==> config.mk <==
export PLATFORM = sky130hd
export DESIGN_NAME = arml_audio_link
export DESIGN_NICKNAME = d
export VERILOG_FILES = /design/src/shared/arml_pkg.sv /design/src/logic/arml_fifo.sv /design/src/logic/arml_audio_link.sv
export VERILOG_INCLUDE_DIRS = /design/src /design/src/shared
export SDC_FILE = /design/constraint.sdc
export NUM_CORES = 1
export LEC_CHECK = 0
export BUFFER_PORTS_ARGS = -buffer_cell sky130_fd_sc_hd__buf_2
export CAP_MARGIN = 20
export CELL_PAD_IN_SITES_DETAIL_PLACEMENT = 0
export CELL_PAD_IN_SITES_GLOBAL_PLACEMENT = 1
export CORE_ASPECT_RATIO = 1.1
export CORE_MARGIN = 5
export CORE_UTILIZATION = 55
export CTS_CLUSTER_SIZE = 24
export DETAILED_ROUTE_END_ITERATION = 12
export GPL_ROUTABILITY_DRIVEN = 0
export PLACE_DENSITY_LB_ADDON = 0.1
export SLEW_MARGIN = 15
export SYNTH_ARGS = -nofsm -noshare
export SYNTH_HDL_FRONTEND = slang
export SYNTH_SLANG_ARGS = --single-unit
==> constraint.sdc <==
create_clock -name sys_clk_in -period 9.6 [get_ports sys_clk_in]
set_input_delay 0.48 -clock sys_clk_in [delete_from_list [all_inputs] [get_ports sys_clk_in]]
set_output_delay 0.48 -clock sys_clk_in [all_outputs]
set_load 0.1 [all_outputs]
==> src/shared/arml_defines.svh <==
`ifndef ARML_DEFINES_SVH
`define ARML_DEFINES_SVH

// System clock rate, in hertz and in megahertz.
`define ARML_SYS_CLK_HZ     27'h5F5E100
`define ARML_SYS_CLK_MHZ    100
// Lowest and highest programmable sample rates, in hertz.
`define ARML_RATE_MIN       16'h1B58
`define ARML_RATE_MAX       16'hBB80
// Rate used whenever the codec link carries the mix, in hertz.
`define ARML_LINK_RATE      16'hBB80
// Least low time of the link reset, in nanoseconds (1.0 us).
`define ARML_RST_LOW_NS     1000
// Same time in system clocks, rounded up.
`define ARML_RST_LOW_CYC \
    (((`ARML_RST_LOW_NS * `ARML_SYS_CLK_MHZ) + 999) / 1000)
// Last bit index of a 256-bit frame.
`define ARML_FRAME_LAST     8'hFF
// Sync high length in bit clocks (about 1.3 us at 81.4 ns a bit).
`define ARML_SYNC_BITS      8'h10
// Tag slot bit positions: frame valid, slot 3 and slot 4 valid.
`define ARML_TAG_FV_POS     8'h00
`define ARML_TAG_S3_POS     8'h03
`define ARML_TAG_S4_POS     8'h04
// First bit of the left and right PCM slots.
`define ARML_SLOT3_START    8'h38
`define ARML_SLOT4_START    8'h4C
// Number of sample bits sent at the head of a 20-bit slot.
`define ARML_SLOT_DATA_BITS 8'h10

`endif

==> src/shared/arml_pkg.sv <==
package arml_pkg;
    // Link control states, Gray coded along off, reset, run.
    typedef enum logic [1:0] {
        LNK_OFF   = 2'b00,
        LNK_RESET = 2'b01,
        LNK_RUN   = 2'b11
    } arml_link_state_type;
endpackage

==> src/logic/arml_fifo.sv <==
`include "arml_defines.svh"

////////////////////////////////////////////////////////////////////////////
// Flip-flop FIFO with valid and ready on both sides.
module arml_fifo
    import arml_pkg::*;
#(
    parameter int WIDTH = 32,
    parameter int DEPTH = 16
)(
    input  wire logic             sys_clk_in,
    input  wire logic             rst_n_in,
    input  wire logic             wr_valid_in,
    output logic                  wr_ready_out,
    input  wire logic [WIDTH-1:0] wr_data_in,
    output logic                  rd_valid_out,
    input  wire logic             rd_ready_in,
    output logic      [WIDTH-1:0] rd_data_out
);
    localparam int AW = $clog2(DEPTH);

    logic [WIDTH-1:0] mem_q [DEPTH];   // Storage words.
    logic [WIDTH-1:0] mem_d [DEPTH];   // Next storage words.
    logic [AW:0]      wp_q, wp_d;      // Write pointer with wrap bit.
    logic [AW:0]      rp_q, rp_d;      // Read pointer with wrap bit.
    logic             full, empty;     // Honest occupancy flags.
    logic             push, pop;       // Handshakes taken this cycle.

    // Full when pointers differ only in the wrap bit.
    assign empty        = (wp_q == rp_q);
    assign full         = (wp_q[AW-1:0] == rp_q[AW-1:0]) &&
                          (wp_q[AW] != rp_q[AW]);
    assign wr_ready_out = !full;
    assign rd_valid_out = !empty;
    assign rd_data_out  = mem_q[rp_q[AW-1:0]];
    assign push         = wr_valid_in && !full;
    assign pop          = rd_ready_in && !empty;

    // Next pointers and storage.
    always_comb
    begin
        wp_d  = push ? wp_q + 1'b1 : wp_q;
        rp_d  = pop ? rp_q + 1'b1 : rp_q;
        mem_d = mem_q;
        if (push)
        begin
            mem_d[wp_q[AW-1:0]] = wr_data_in;
        end
    end

    // Registers only; storage needs no reset since empty hides it.
    always_ff @(posedge sys_clk_in)
    begin
        mem_q <= mem_d;
        if (!rst_n_in)
        begin
            wp_q <= '0;
            rp_q <= '0;
        end
        else
        begin
            wp_q <= wp_d;
            rp_q <= rp_d;
        end
    end
endmodule // arml_fifo

==> src/logic/arml_audio_link.sv <==
// Functional notes
// - Two host streams resampled, then mixed together.
// - Stream rates 7 to 48 kHz, 1 Hz steps.
// - Mono or stereo, 16-bit signed or 8-bit unsigned.
// - Music summed into wave stream before link.
// - Mix goes to host or codec link.
// - Link output always resampled to 48 kHz.
// - Link off: output rate programmable 7-48 kHz.
// - Cold reset holds link reset low 1 us.
// - Sync high 1.3 us, low 19.5 us.
`include "arml_defines.svh"

////////////////////////////////////////////////////////////////////////////
// Resample, mix and route audio; format frames for the codec link.
module arml_audio_link
    import arml_pkg::*;
#(
    parameter int FIFO_DEPTH = 16
)(
    input  wire logic             sys_clk_in,
    input  wire logic             rst_n_in,
    input  wire logic [1:0]       strm_valid_in,
    output logic      [1:0]       strm_ready_out,
    input  wire logic [1:0][31:0] strm_data_in,
    input  wire logic [1:0][15:0] strm_rate_in,
    input  wire logic [1:0]       strm_fmt16_in,
    input  wire logic [1:0]       strm_stereo_in,
    input  wire logic             music_valid_in,
    output logic                  music_ready_out,
    input  wire logic [31:0]      music_data_in,
    input  wire logic [15:0]      host_rate_in,
    output logic                  host_valid_out,
    input  wire logic             host_ready_in,
    output logic      [31:0]      host_data_out,
    input  wire logic             link_enable_in,
    input  wire logic             link_cold_reset_in,
    input  wire logic             bit_clk_in,
    output logic                  sync_out,
    output logic                  sdata_out,
    output logic                  codec_rst_n_out
);
    ////////////////////////////////////////////////////////////////////////
    // Declarations.
    arml_link_state_type st_q, st_d;   // Link control state.
    logic [7:0]  rcnt_q, rcnt_d;       // Link reset low counter.
    logic        crst_n_q, crst_n_d;   // Registered link reset level.
    logic        bclk_q;               // Previous bit clock sample.
    logic        brise;                // Bit clock rising edge.
    logic [7:0]  bit_q, bit_d;         // Bit index within the frame.
    logic [7:0]  bit_nx;               // Bit index being launched.
    logic        sync_q, sync_d;       // Registered sync level.
    logic        sdo_q, sdo_d;         // Registered serial data.
    logic [31:0] frm_q, frm_d;         // Sample pair of this frame.
    logic        fv_q, fv_d;           // Frame carries valid PCM.
    logic        link_on;              // Link in the run state.
    logic [15:0] out_rate;             // Effective output rate.
    logic [26:0] nco_q, nco_d;         // Output tick accumulator.
    logic        pend_q, pend_d;       // Output sample awaiting sink.
    logic        sink_rdy;             // Selected sink accepts.
    logic        fire;                 // Output sample taken.
    logic [31:0] mus_q, mus_d;         // Held music sample pair.
    logic [31:0] mix_q, mix_d;         // Registered mixed pair.
    logic [1:0][31:0] hold_q;          // Held converted stream pairs.
    logic [1:0][31:0] hold_d;
    logic [1:0][16:0] acc_q;           // Per-stream rate accumulators.
    logic [1:0][16:0] acc_d;
    logic [1:0][15:0] in_rate;         // Clamped stream rates.
    logic [1:0]  take;                 // Stream sample taken.
    logic        fifo_wr_rdy;          // FIFO can take a pair.
    logic        fifo_rd_vld;          // FIFO holds a pair.
    logic        fifo_pop;             // Pair loaded into a frame.
    logic [31:0] fifo_rd_data;         // Pair at the FIFO head.
    logic [15:0] rlow_q;               // Checking aid: reset low time.

    ////////////////////////////////////////////////////////////////////////
    // Helpers.

    // Keeps any programmed rate inside the supported range.
    function automatic logic [15:0] clamp_rate(input logic [15:0] r);
        if (r < `ARML_RATE_MIN) return `ARML_RATE_MIN;
        if (r > `ARML_RATE_MAX) return `ARML_RATE_MAX;
        return r;
    endfunction

    // Turns one stream word into a signed 16-bit left/right pair.
    function automatic logic [31:0] conv(input logic [31:0] w,
                                         input logic f16,
                                         input logic st);
        logic [15:0] l;
        logic [15:0] r;
        l = f16 ? w[15:0] : {w[7:0] ^ 8'h80, 8'h00};
        r = f16 ? w[31:16] : {w[15:8] ^ 8'h80, 8'h00};
        return {st ? r : l, l};
    endfunction

    // Saturating three-way signed sum; clipping beats wrap-around.
    function automatic logic [15:0] sat3(input logic [15:0] a,
                                         input logic [15:0] b,
                                         input logic [15:0] c);
        logic signed [17:0] s;
        s = 18'(signed'(a)) + 18'(signed'(b)) + 18'(signed'(c));
        if (s > 18'sh07FFF) return 16'h7FFF;
        if (s < -18'sh08000) return 16'h8000;
        return s[15:0];
    endfunction

    ////////////////////////////////////////////////////////////////////////
    // Per-stream rate converters: a stream sample is taken whenever the
    // accumulated input rate reaches the output rate. Zero-order hold
    // keeps area tiny at the cost of image rejection.
    for (genvar i = 0; i < 2; i++)
    begin : g_src
        assign in_rate[i]        = clamp_rate(strm_rate_in[i]);
        assign take[i]           = strm_valid_in[i] &&
                                   (acc_q[i] >= {1'b0, out_rate});
        assign strm_ready_out[i] = (acc_q[i] >= {1'b0, out_rate});

        // Accumulator stops growing once a sample is owed, so a silent
        // host cannot overflow it.
        always_comb
        begin
            acc_d[i]  = acc_q[i];
            hold_d[i] = hold_q[i];
            if (take[i])
            begin
                acc_d[i]  = acc_d[i] - {1'b0, out_rate};
                hold_d[i] = conv(strm_data_in[i], strm_fmt16_in[i],
                                 strm_stereo_in[i]);
            end
            if (fire && !(acc_q[i] >= {1'b0, out_rate}))
            begin
                acc_d[i] = acc_d[i] + {1'b0, in_rate[i]};
            end
        end

        // Registers only.
        always_ff @(posedge sys_clk_in)
        begin
            if (!rst_n_in)
            begin
                acc_q[i]  <= '0;
                hold_q[i] <= '0;
            end
            else
            begin
                acc_q[i]  <= acc_d[i];
                hold_q[i] <= hold_d[i];
            end
        end

        take_rate_a: assert property (@(posedge sys_clk_in)
            disable iff (!rst_n_in)
            take[i] |=> acc_q[i] < $past(acc_q[i]))
            else $error("stream take did not lower accumulator");
    end

    ////////////////////////////////////////////////////////////////////////
    // Output tick, music, mix and routing.
    assign link_on  = (st_q == LNK_RUN);
    assign out_rate = link_on ? `ARML_LINK_RATE
                              : clamp_rate(host_rate_in);
    assign sink_rdy = link_on ? fifo_wr_rdy : host_ready_in;
    assign fire     = pend_q && sink_rdy;
    assign host_valid_out  = pend_q && !link_on;
    assign host_data_out   = mix_q;
    assign music_ready_out = fire;

    // An output sample is owed on every tick until the sink takes it;
    // a stalled sink also stalls the stream accumulators.
    always_comb
    begin
        nco_d  = nco_q + 27'(out_rate);
        pend_d = pend_q && !fire;
        if (nco_d >= `ARML_SYS_CLK_HZ)
        begin
            nco_d  = nco_d - `ARML_SYS_CLK_HZ;
            pend_d = 1'b1;
        end
        // Music lacking at a sample time counts as silence.
        mus_d = fire ? (music_valid_in ? music_data_in : '0) : mus_q;
        mix_d[15:0]  = sat3(hold_q[0][15:0], hold_q[1][15:0],
                            mus_q[15:0]);
        mix_d[31:16] = sat3(hold_q[0][31:16], hold_q[1][31:16],
                            mus_q[31:16]);
    end

    // Registers only.
    always_ff @(posedge sys_clk_in)
    begin
        if (!rst_n_in)
        begin
            nco_q  <= '0;
            pend_q <= 1'b0;
            mus_q  <= '0;
            mix_q  <= '0;
        end
        else
        begin
            nco_q  <= nco_d;
            pend_q <= pend_d;
            mus_q  <= mus_d;
            mix_q  <= mix_d;
        end
    end

    link_rate_a: assert property (@(posedge sys_clk_in)
        disable iff (!rst_n_in)
        link_on |-> out_rate == `ARML_LINK_RATE)
        else $error("link output rate is not 48 kHz");

    host_rate_a: assert property (@(posedge sys_clk_in)
        disable iff (!rst_n_in)
        !link_on |-> out_rate >= `ARML_RATE_MIN &&
                     out_rate <= `ARML_RATE_MAX)
        else $error("host output rate out of range");

    route_excl_a: assert property (@(posedge sys_clk_in)
        disable iff (!rst_n_in)
        (fire && link_on) |-> !host_valid_out)
        else $error("mix offered to host while link runs");

    mix_sum_a: assert property (@(posedge sys_clk_in)
        disable iff (!rst_n_in)
        ##1 mix_q[15:0] == sat3($past(hold_q[0][15:0]),
            $past(hold_q[1][15:0]), $past(mus_q[15:0])))
        else $error("left mix is not the saturated sum");

    ////////////////////////////////////////////////////////////////////////
    // Buffer between the mixer and the frame formatter.
    arml_fifo #(
        .WIDTH (32),
        .DEPTH (FIFO_DEPTH)
    ) u_fifo (
        .sys_clk_in   (sys_clk_in),
        .rst_n_in     (rst_n_in),
        .wr_valid_in  (pend_q && link_on),
        .wr_ready_out (fifo_wr_rdy),
        .wr_data_in   (mix_q),
        .rd_valid_out (fifo_rd_vld),
        .rd_ready_in  (fifo_pop),
        .rd_data_out  (fifo_rd_data)
    );

    ////////////////////////////////////////////////////////////////////////
    // Link control: reset pulse then framing. The reset is held low the
    // whole time the link is off so the codec stays quiet.
    always_comb
    begin
        st_d     = st_q;
        rcnt_d   = rcnt_q;
        unique case (st_q)
            LNK_OFF:
            begin
                if (link_enable_in)
                begin
                    st_d   = LNK_RESET;
                    rcnt_d = 8'(`ARML_RST_LOW_CYC);
                end
            end
            LNK_RESET:
            begin
                rcnt_d = rcnt_q - 8'h01;
                if (rcnt_q == 8'h01)
                begin
                    st_d = LNK_RUN;
                end
            end
            LNK_RUN:
            begin
                if (link_cold_reset_in)
                begin
                    st_d   = LNK_RESET;
                    rcnt_d = 8'(`ARML_RST_LOW_CYC);
                end
            end
            default:
            begin
                st_d = LNK_OFF;
            end
        endcase
        if (!link_enable_in)
        begin
            st_d = LNK_OFF;
        end
        crst_n_d = (st_d == LNK_RUN);
    end

    // Registers only.
    always_ff @(posedge sys_clk_in)
    begin
        if (!rst_n_in)
        begin
            st_q     <= LNK_OFF;
            rcnt_q   <= '0;
            crst_n_q <= 1'b0;
        end
        else
        begin
            st_q     <= st_d;
            rcnt_q   <= rcnt_d;
            crst_n_q <= crst_n_d;
        end
    end

    assign codec_rst_n_out = crst_n_q;

    // Checking aid: length of the current reset low period.
    always_ff @(posedge sys_clk_in)
    begin
        if (!rst_n_in || crst_n_q)
        begin
            rlow_q <= '0;
        end
        else if (rlow_q != 16'hFFFF)
        begin
            rlow_q <= rlow_q + 16'h0001;
        end
    end

    reset_low_a: assert property (@(posedge sys_clk_in)
        disable iff (!rst_n_in)
        $rose(codec_rst_n_out) |-> $past(rlow_q) >= `ARML_RST_LOW_CYC - 1)
        else $error("link reset low time too short");

    ////////////////////////////////////////////////////////////////////////
    // Frame formatter: sync and data change on bit clock rising edges;
    // the codec samples them on falling edges.
    assign brise    = bit_clk_in && !bclk_q;
    assign bit_nx   = bit_q + 8'h01;
    assign fifo_pop = link_on && brise && (bit_q == `ARML_FRAME_LAST);

    always_comb
    begin
        bit_d  = bit_q;
        sync_d = sync_q;
        sdo_d  = sdo_q;
        frm_d  = frm_q;
        fv_d   = fv_q;
        if (!link_on)
        begin
            // Sync, data and frame valid low, bit index parked at the frame end, while the codec is held in reset.
            bit_d  = `ARML_FRAME_LAST;
            sync_d = 1'b0;
            sdo_d  = 1'b0;
            fv_d   = 1'b0;
        end
        else if (brise)
        begin
            bit_d  = bit_nx;
            sync_d = (bit_nx < `ARML_SYNC_BITS);
            if (bit_q == `ARML_FRAME_LAST)
            begin
                // An empty buffer sends a frame marked invalid.
                frm_d = fifo_rd_data;
                fv_d  = fifo_rd_vld;
            end
            sdo_d = 1'b0;
            if (bit_nx == `ARML_TAG_FV_POS || bit_nx == `ARML_TAG_S3_POS
                || bit_nx == `ARML_TAG_S4_POS)
            begin
                sdo_d = fv_d;
            end
            else if (bit_nx >= `ARML_SLOT3_START && bit_nx <
                     `ARML_SLOT3_START + `ARML_SLOT_DATA_BITS)
            begin
                sdo_d = fv_d && frm_d[4'(8'h0F - (bit_nx -
                                      `ARML_SLOT3_START))];
            end
            else if (bit_nx >= `ARML_SLOT4_START && bit_nx <
                     `ARML_SLOT4_START + `ARML_SLOT_DATA_BITS)
            begin
                sdo_d = fv_d && frm_d[5'(8'h1F - (bit_nx -
                                      `ARML_SLOT4_START))];
            end
        end
    end

    // Registers only.
    always_ff @(posedge sys_clk_in)
    begin
        if (!rst_n_in)
        begin
            bclk_q <= 1'b0;
            bit_q  <= `ARML_FRAME_LAST;
            sync_q <= 1'b0;
            sdo_q  <= 1'b0;
            frm_q  <= '0;
            fv_q   <= 1'b0;
        end
        else
        begin
            bclk_q <= bit_clk_in;
            bit_q  <= bit_d;
            sync_q <= sync_d;
            sdo_q  <= sdo_d;
            frm_q  <= frm_d;
            fv_q   <= fv_d;
        end
    end

    assign sync_out  = sync_q;
    assign sdata_out = sdo_q;

    sync_rise_a: assert property (@(posedge sys_clk_in)
        disable iff (!rst_n_in)
        (link_on && brise && bit_q == `ARML_FRAME_LAST) |=> sync_out)
        else $error("sync not raised at frame start");

    sync_fall_a: assert property (@(posedge sys_clk_in)
        disable iff (!rst_n_in)
        (link_on && brise && bit_q == `ARML_SYNC_BITS - 1) |=> !sync_out)
        else $error("sync high longer than the tag slot");

    frame_count_a: assert property (@(posedge sys_clk_in)
        disable iff (!rst_n_in)
        (link_on && brise) |=> bit_q == 8'($past(bit_q) + 8'h01))
        else $error("frame bit index did not advance");

    tag_valid_a: assert property (@(posedge sys_clk_in)
        disable iff (!rst_n_in)
        (link_on && brise && bit_q == `ARML_FRAME_LAST)
            |=> sdata_out == fv_q)
        else $error("tag valid bit wrong");
endmodule // arml_audio_link

==> reports/results.ini <==
[die]
fp.dieW_um=258
rows=100
core_area_um2=67400
die_area_um2=73000
ios=196
die_h_um=283
start_util_pct=55.2

[sta]
tns_ps=0
maxClockFrequency_mhz=134
slew_violations=0
worst_slack_ps=2130
skew_ps=32.7
finalHoldViolations=0
rsz0062_at_grt=false
fin_crit_sh_pct=77.8
period_minus_slack_ps=7470
setup_violations=0
slew_headroom_pct=27.9
tightest_slew_ps=1080

[synth]
ys_ff_latch=767
synthArstFlopShare_pct=0
synth_ff_type=edfxtp_1
yosysSeqAreaShare_pct=55.0
synth_cell_types=88
avgSynthCellArea_um2=12.6
ys_warn_count=0
syn_area_um2=37200
synth_edf_count=512
synthCells=2956
syn-num-nets=3278

[setup_path]
worstPathRequired_ps=10120
slowest_stage=o41ai_1
timing.reg2reg.setup_slack_ps=2260
critPathKind=input pin to flip-flop
ff2ff_path_depth=26
cp_data_arrival_time_ps=7990
crit_top_cell=o21ai_0
critPathCaptureType=flip-flop
path_max_fanout=37
critPathLaunchType=input pin
critical-path-max-stage-delay_ps=570
worstReg2RegStart=st_q[1]
worst_r2r_endpoint=acc_q[15]
crit_buf_inv=2
cp_top_family=compound AO/OA/AOI/OAI gates

[routing]
drt_iter0_drc=2092
dr.pass1.iters=5
wl_per_cell_um=23.8
drc=0
routed_wl_um=96600
postRouteAntennaNets=0
vias_per_cell=6.19
vias=25091

[finish]
synthToLayoutAreaGrowth_pct=12.0
final_cell_mix=edfxtp_1, dfxtp_1, nand2_1
finalNetCount=3440
drive_gt1_share_pct=18.4
final_common_cell=edfxtp_1
diodes=0

[grt]
grt.overflow.total=0
grt_pass1_vias=25097
antenna_found_initial=2
grt_max_degree=98
grt_use_total_pct=26.2
grt_pass1_wl_um=148000

[worst_hold_path]
hold_depth=2
min-delay-path-class=input pin to flip-flop
min_from=bit_clk_in
holdPathEnd=bclk_q

[flow_run]
cap_violations=0

[clocking]
cts_sinks=767
cts_buffer_depth=3
cts_setup_buffers=0
clk-insertion-delay-late_ps=630
cts_resized=0
htreeDepth=3
hold_buffers=0
cts_made_buffers=79
clkSlewWorstSetupHoldPaths_ps=60
ctsRootBufferMaster=clkbuf_16
cts_tree=built

[power]
switching_share_pct=24.9
total_power_uw=7410
p_switching_uw=1840
p_clk_share_pct=41.5
p_per_area_nw_per_um2=178
power_leakage_uw=0.0153
ir_worst_vdd_mv=0.136
cell_internal_pwr_uw=5570
power_frac_seq_pct=48.1
p_comb_share_pct=10.5

[placed_design]
dp_slack_ps=1630
dp_hpwl_um=64800
io_buffers=195

[run_status]
status=finished clean

## how the worst max path moves through the flow
stage	startpoint	endpoint	depth (start not counted)
6_report	host_rate_in[3]	acc_q[15]	29
5_1_grt	host_rate_in[3]	acc_q[15]	29
4_1_cts	host_rate_in[3]	acc_q[15]	29
3_5_place_dp	host_rate_in[3]	acc_q[15]	29
3_3_place_gp	host_rate_in[3]	acc_q[15]	29
2_1_floorplan	host_rate_in[9]	acc_q[15]	30
## power groups by stage
| stage | clock network (µW) | registers [µW] | logic [µW] |
|---|---|---|---|
| after floorplan | 0 | 3640 | 558 |
| after global placement | 0 | 3630 | 751 |
| after detailed placement | 0 | 3630 | 764 |
| after CTS | 3130 | 3560 | 769 |
| after global routing | 3270 | 3560 | 856 |
| final | 3070 | 3560 | 777 |
## final cells by class
class                           instances  area [µm²]
Inverter                               74         283
Multi-Input combinational cell       1966       16000
Clock buffer                          111        2220
Tap cell                              867        1080
Timing Repair Buffer                  230        1240
Sequential cell                       767       20500
Clock inverter                         37         413
Fill cell                            5226       25700
## metrics by stage
stage	hold WS [ps]	instance area (µm²)	util, %	cells
floorplan	434	37200	-	2956
global placement	446	39100	57.9	3904
detailed placement	454	39100	57.9	3904
CTS	55.7	41700	61.8	4052
global route	107	41700	61.8	4052
finish	87.1	41700	61.8	4052
## sequential cells by signal, indices dropped and copies added, names as in the netlist
register	flops
bclk_q	1
pend_q	1
sync_out	1
u_fifo.mem_q	512
u_fifo.wp_q	5
codec_rst_n_out	1
nco_q	27
fv_q	1
st_q	2
u_fifo.rp_q	5
acc_q	34
hold_q	64
rcnt_q	8
frm_q	32
sdata_out	1
host_data_out	32
mus_q	32
bit_q	8
## cell usage after synthesis, drive strengths merged, types with 9 or more instances
library cell	count	share of area [%]
o21ai	91	1.2
or3	23	0.39
mux2	29	0.88
a211o	10	0.24
a21boi	9	0.18
edfxtp	512	41
nor2b	28	0.47
mux4	149	9.0
a31oi	21	0.35
a21oi	205	2.8
buf	41	0.56
a21o	54	1.1
nand2b	18	0.30
xnor2	63	1.5
o211ai	32	0.66
clkbuf	108	1.1
dfxtp	255	14
fa	39	2.1
nor4	15	0.25
a211oi	80	1.6
nand4	24	0.42
and3	22	0.37
nor2	193	1.9
nand3	100	1.3
nand2	220	2.2
o21a	18	0.36
o22ai	16	0.27
inv	74	0.75
mux2i	77	2.1
nor3	52	0.73
xor2	56	1.3
and2	50	0.85
or2	11	0.18
ha	126	4.2
nor3b	10	0.28
## layer usage
| metal | wire, µm | part of all wire [%] | global-route usage [%] | up-vias |
|---|---|---|---|---|
| li1 | - | - | - | 11614 |
| met1 | 39800 | 41 | 33.8 | 12597 |
| met2 | 49700 | 51 | 47.1 | 726 |
| met3 | 4570 | 4.7 | 3.43 | 154 |
| met4 | 2530 | 2.6 | 7.22 | 0 |
| met5 | 0 | 0 | 0 | - |
## logic make-up (layout without fill, tap and decap cells)
kind of cell	Yosys count	in the layout	share of synthesized area, %
buffers and inverters	223	452	2.40
flip-flops	767	767	55.0
AND/OR/NAND/NOR	793	793	10.4
multiplexers	255	255	12.0
AO/OA/AOI/OAI	634	634	11.1
adder cells (fa/ha/maj)	165	165	6.33
XOR/XNOR	119	119	2.80
No activity file was read; power rests on OpenSTA's default activity.
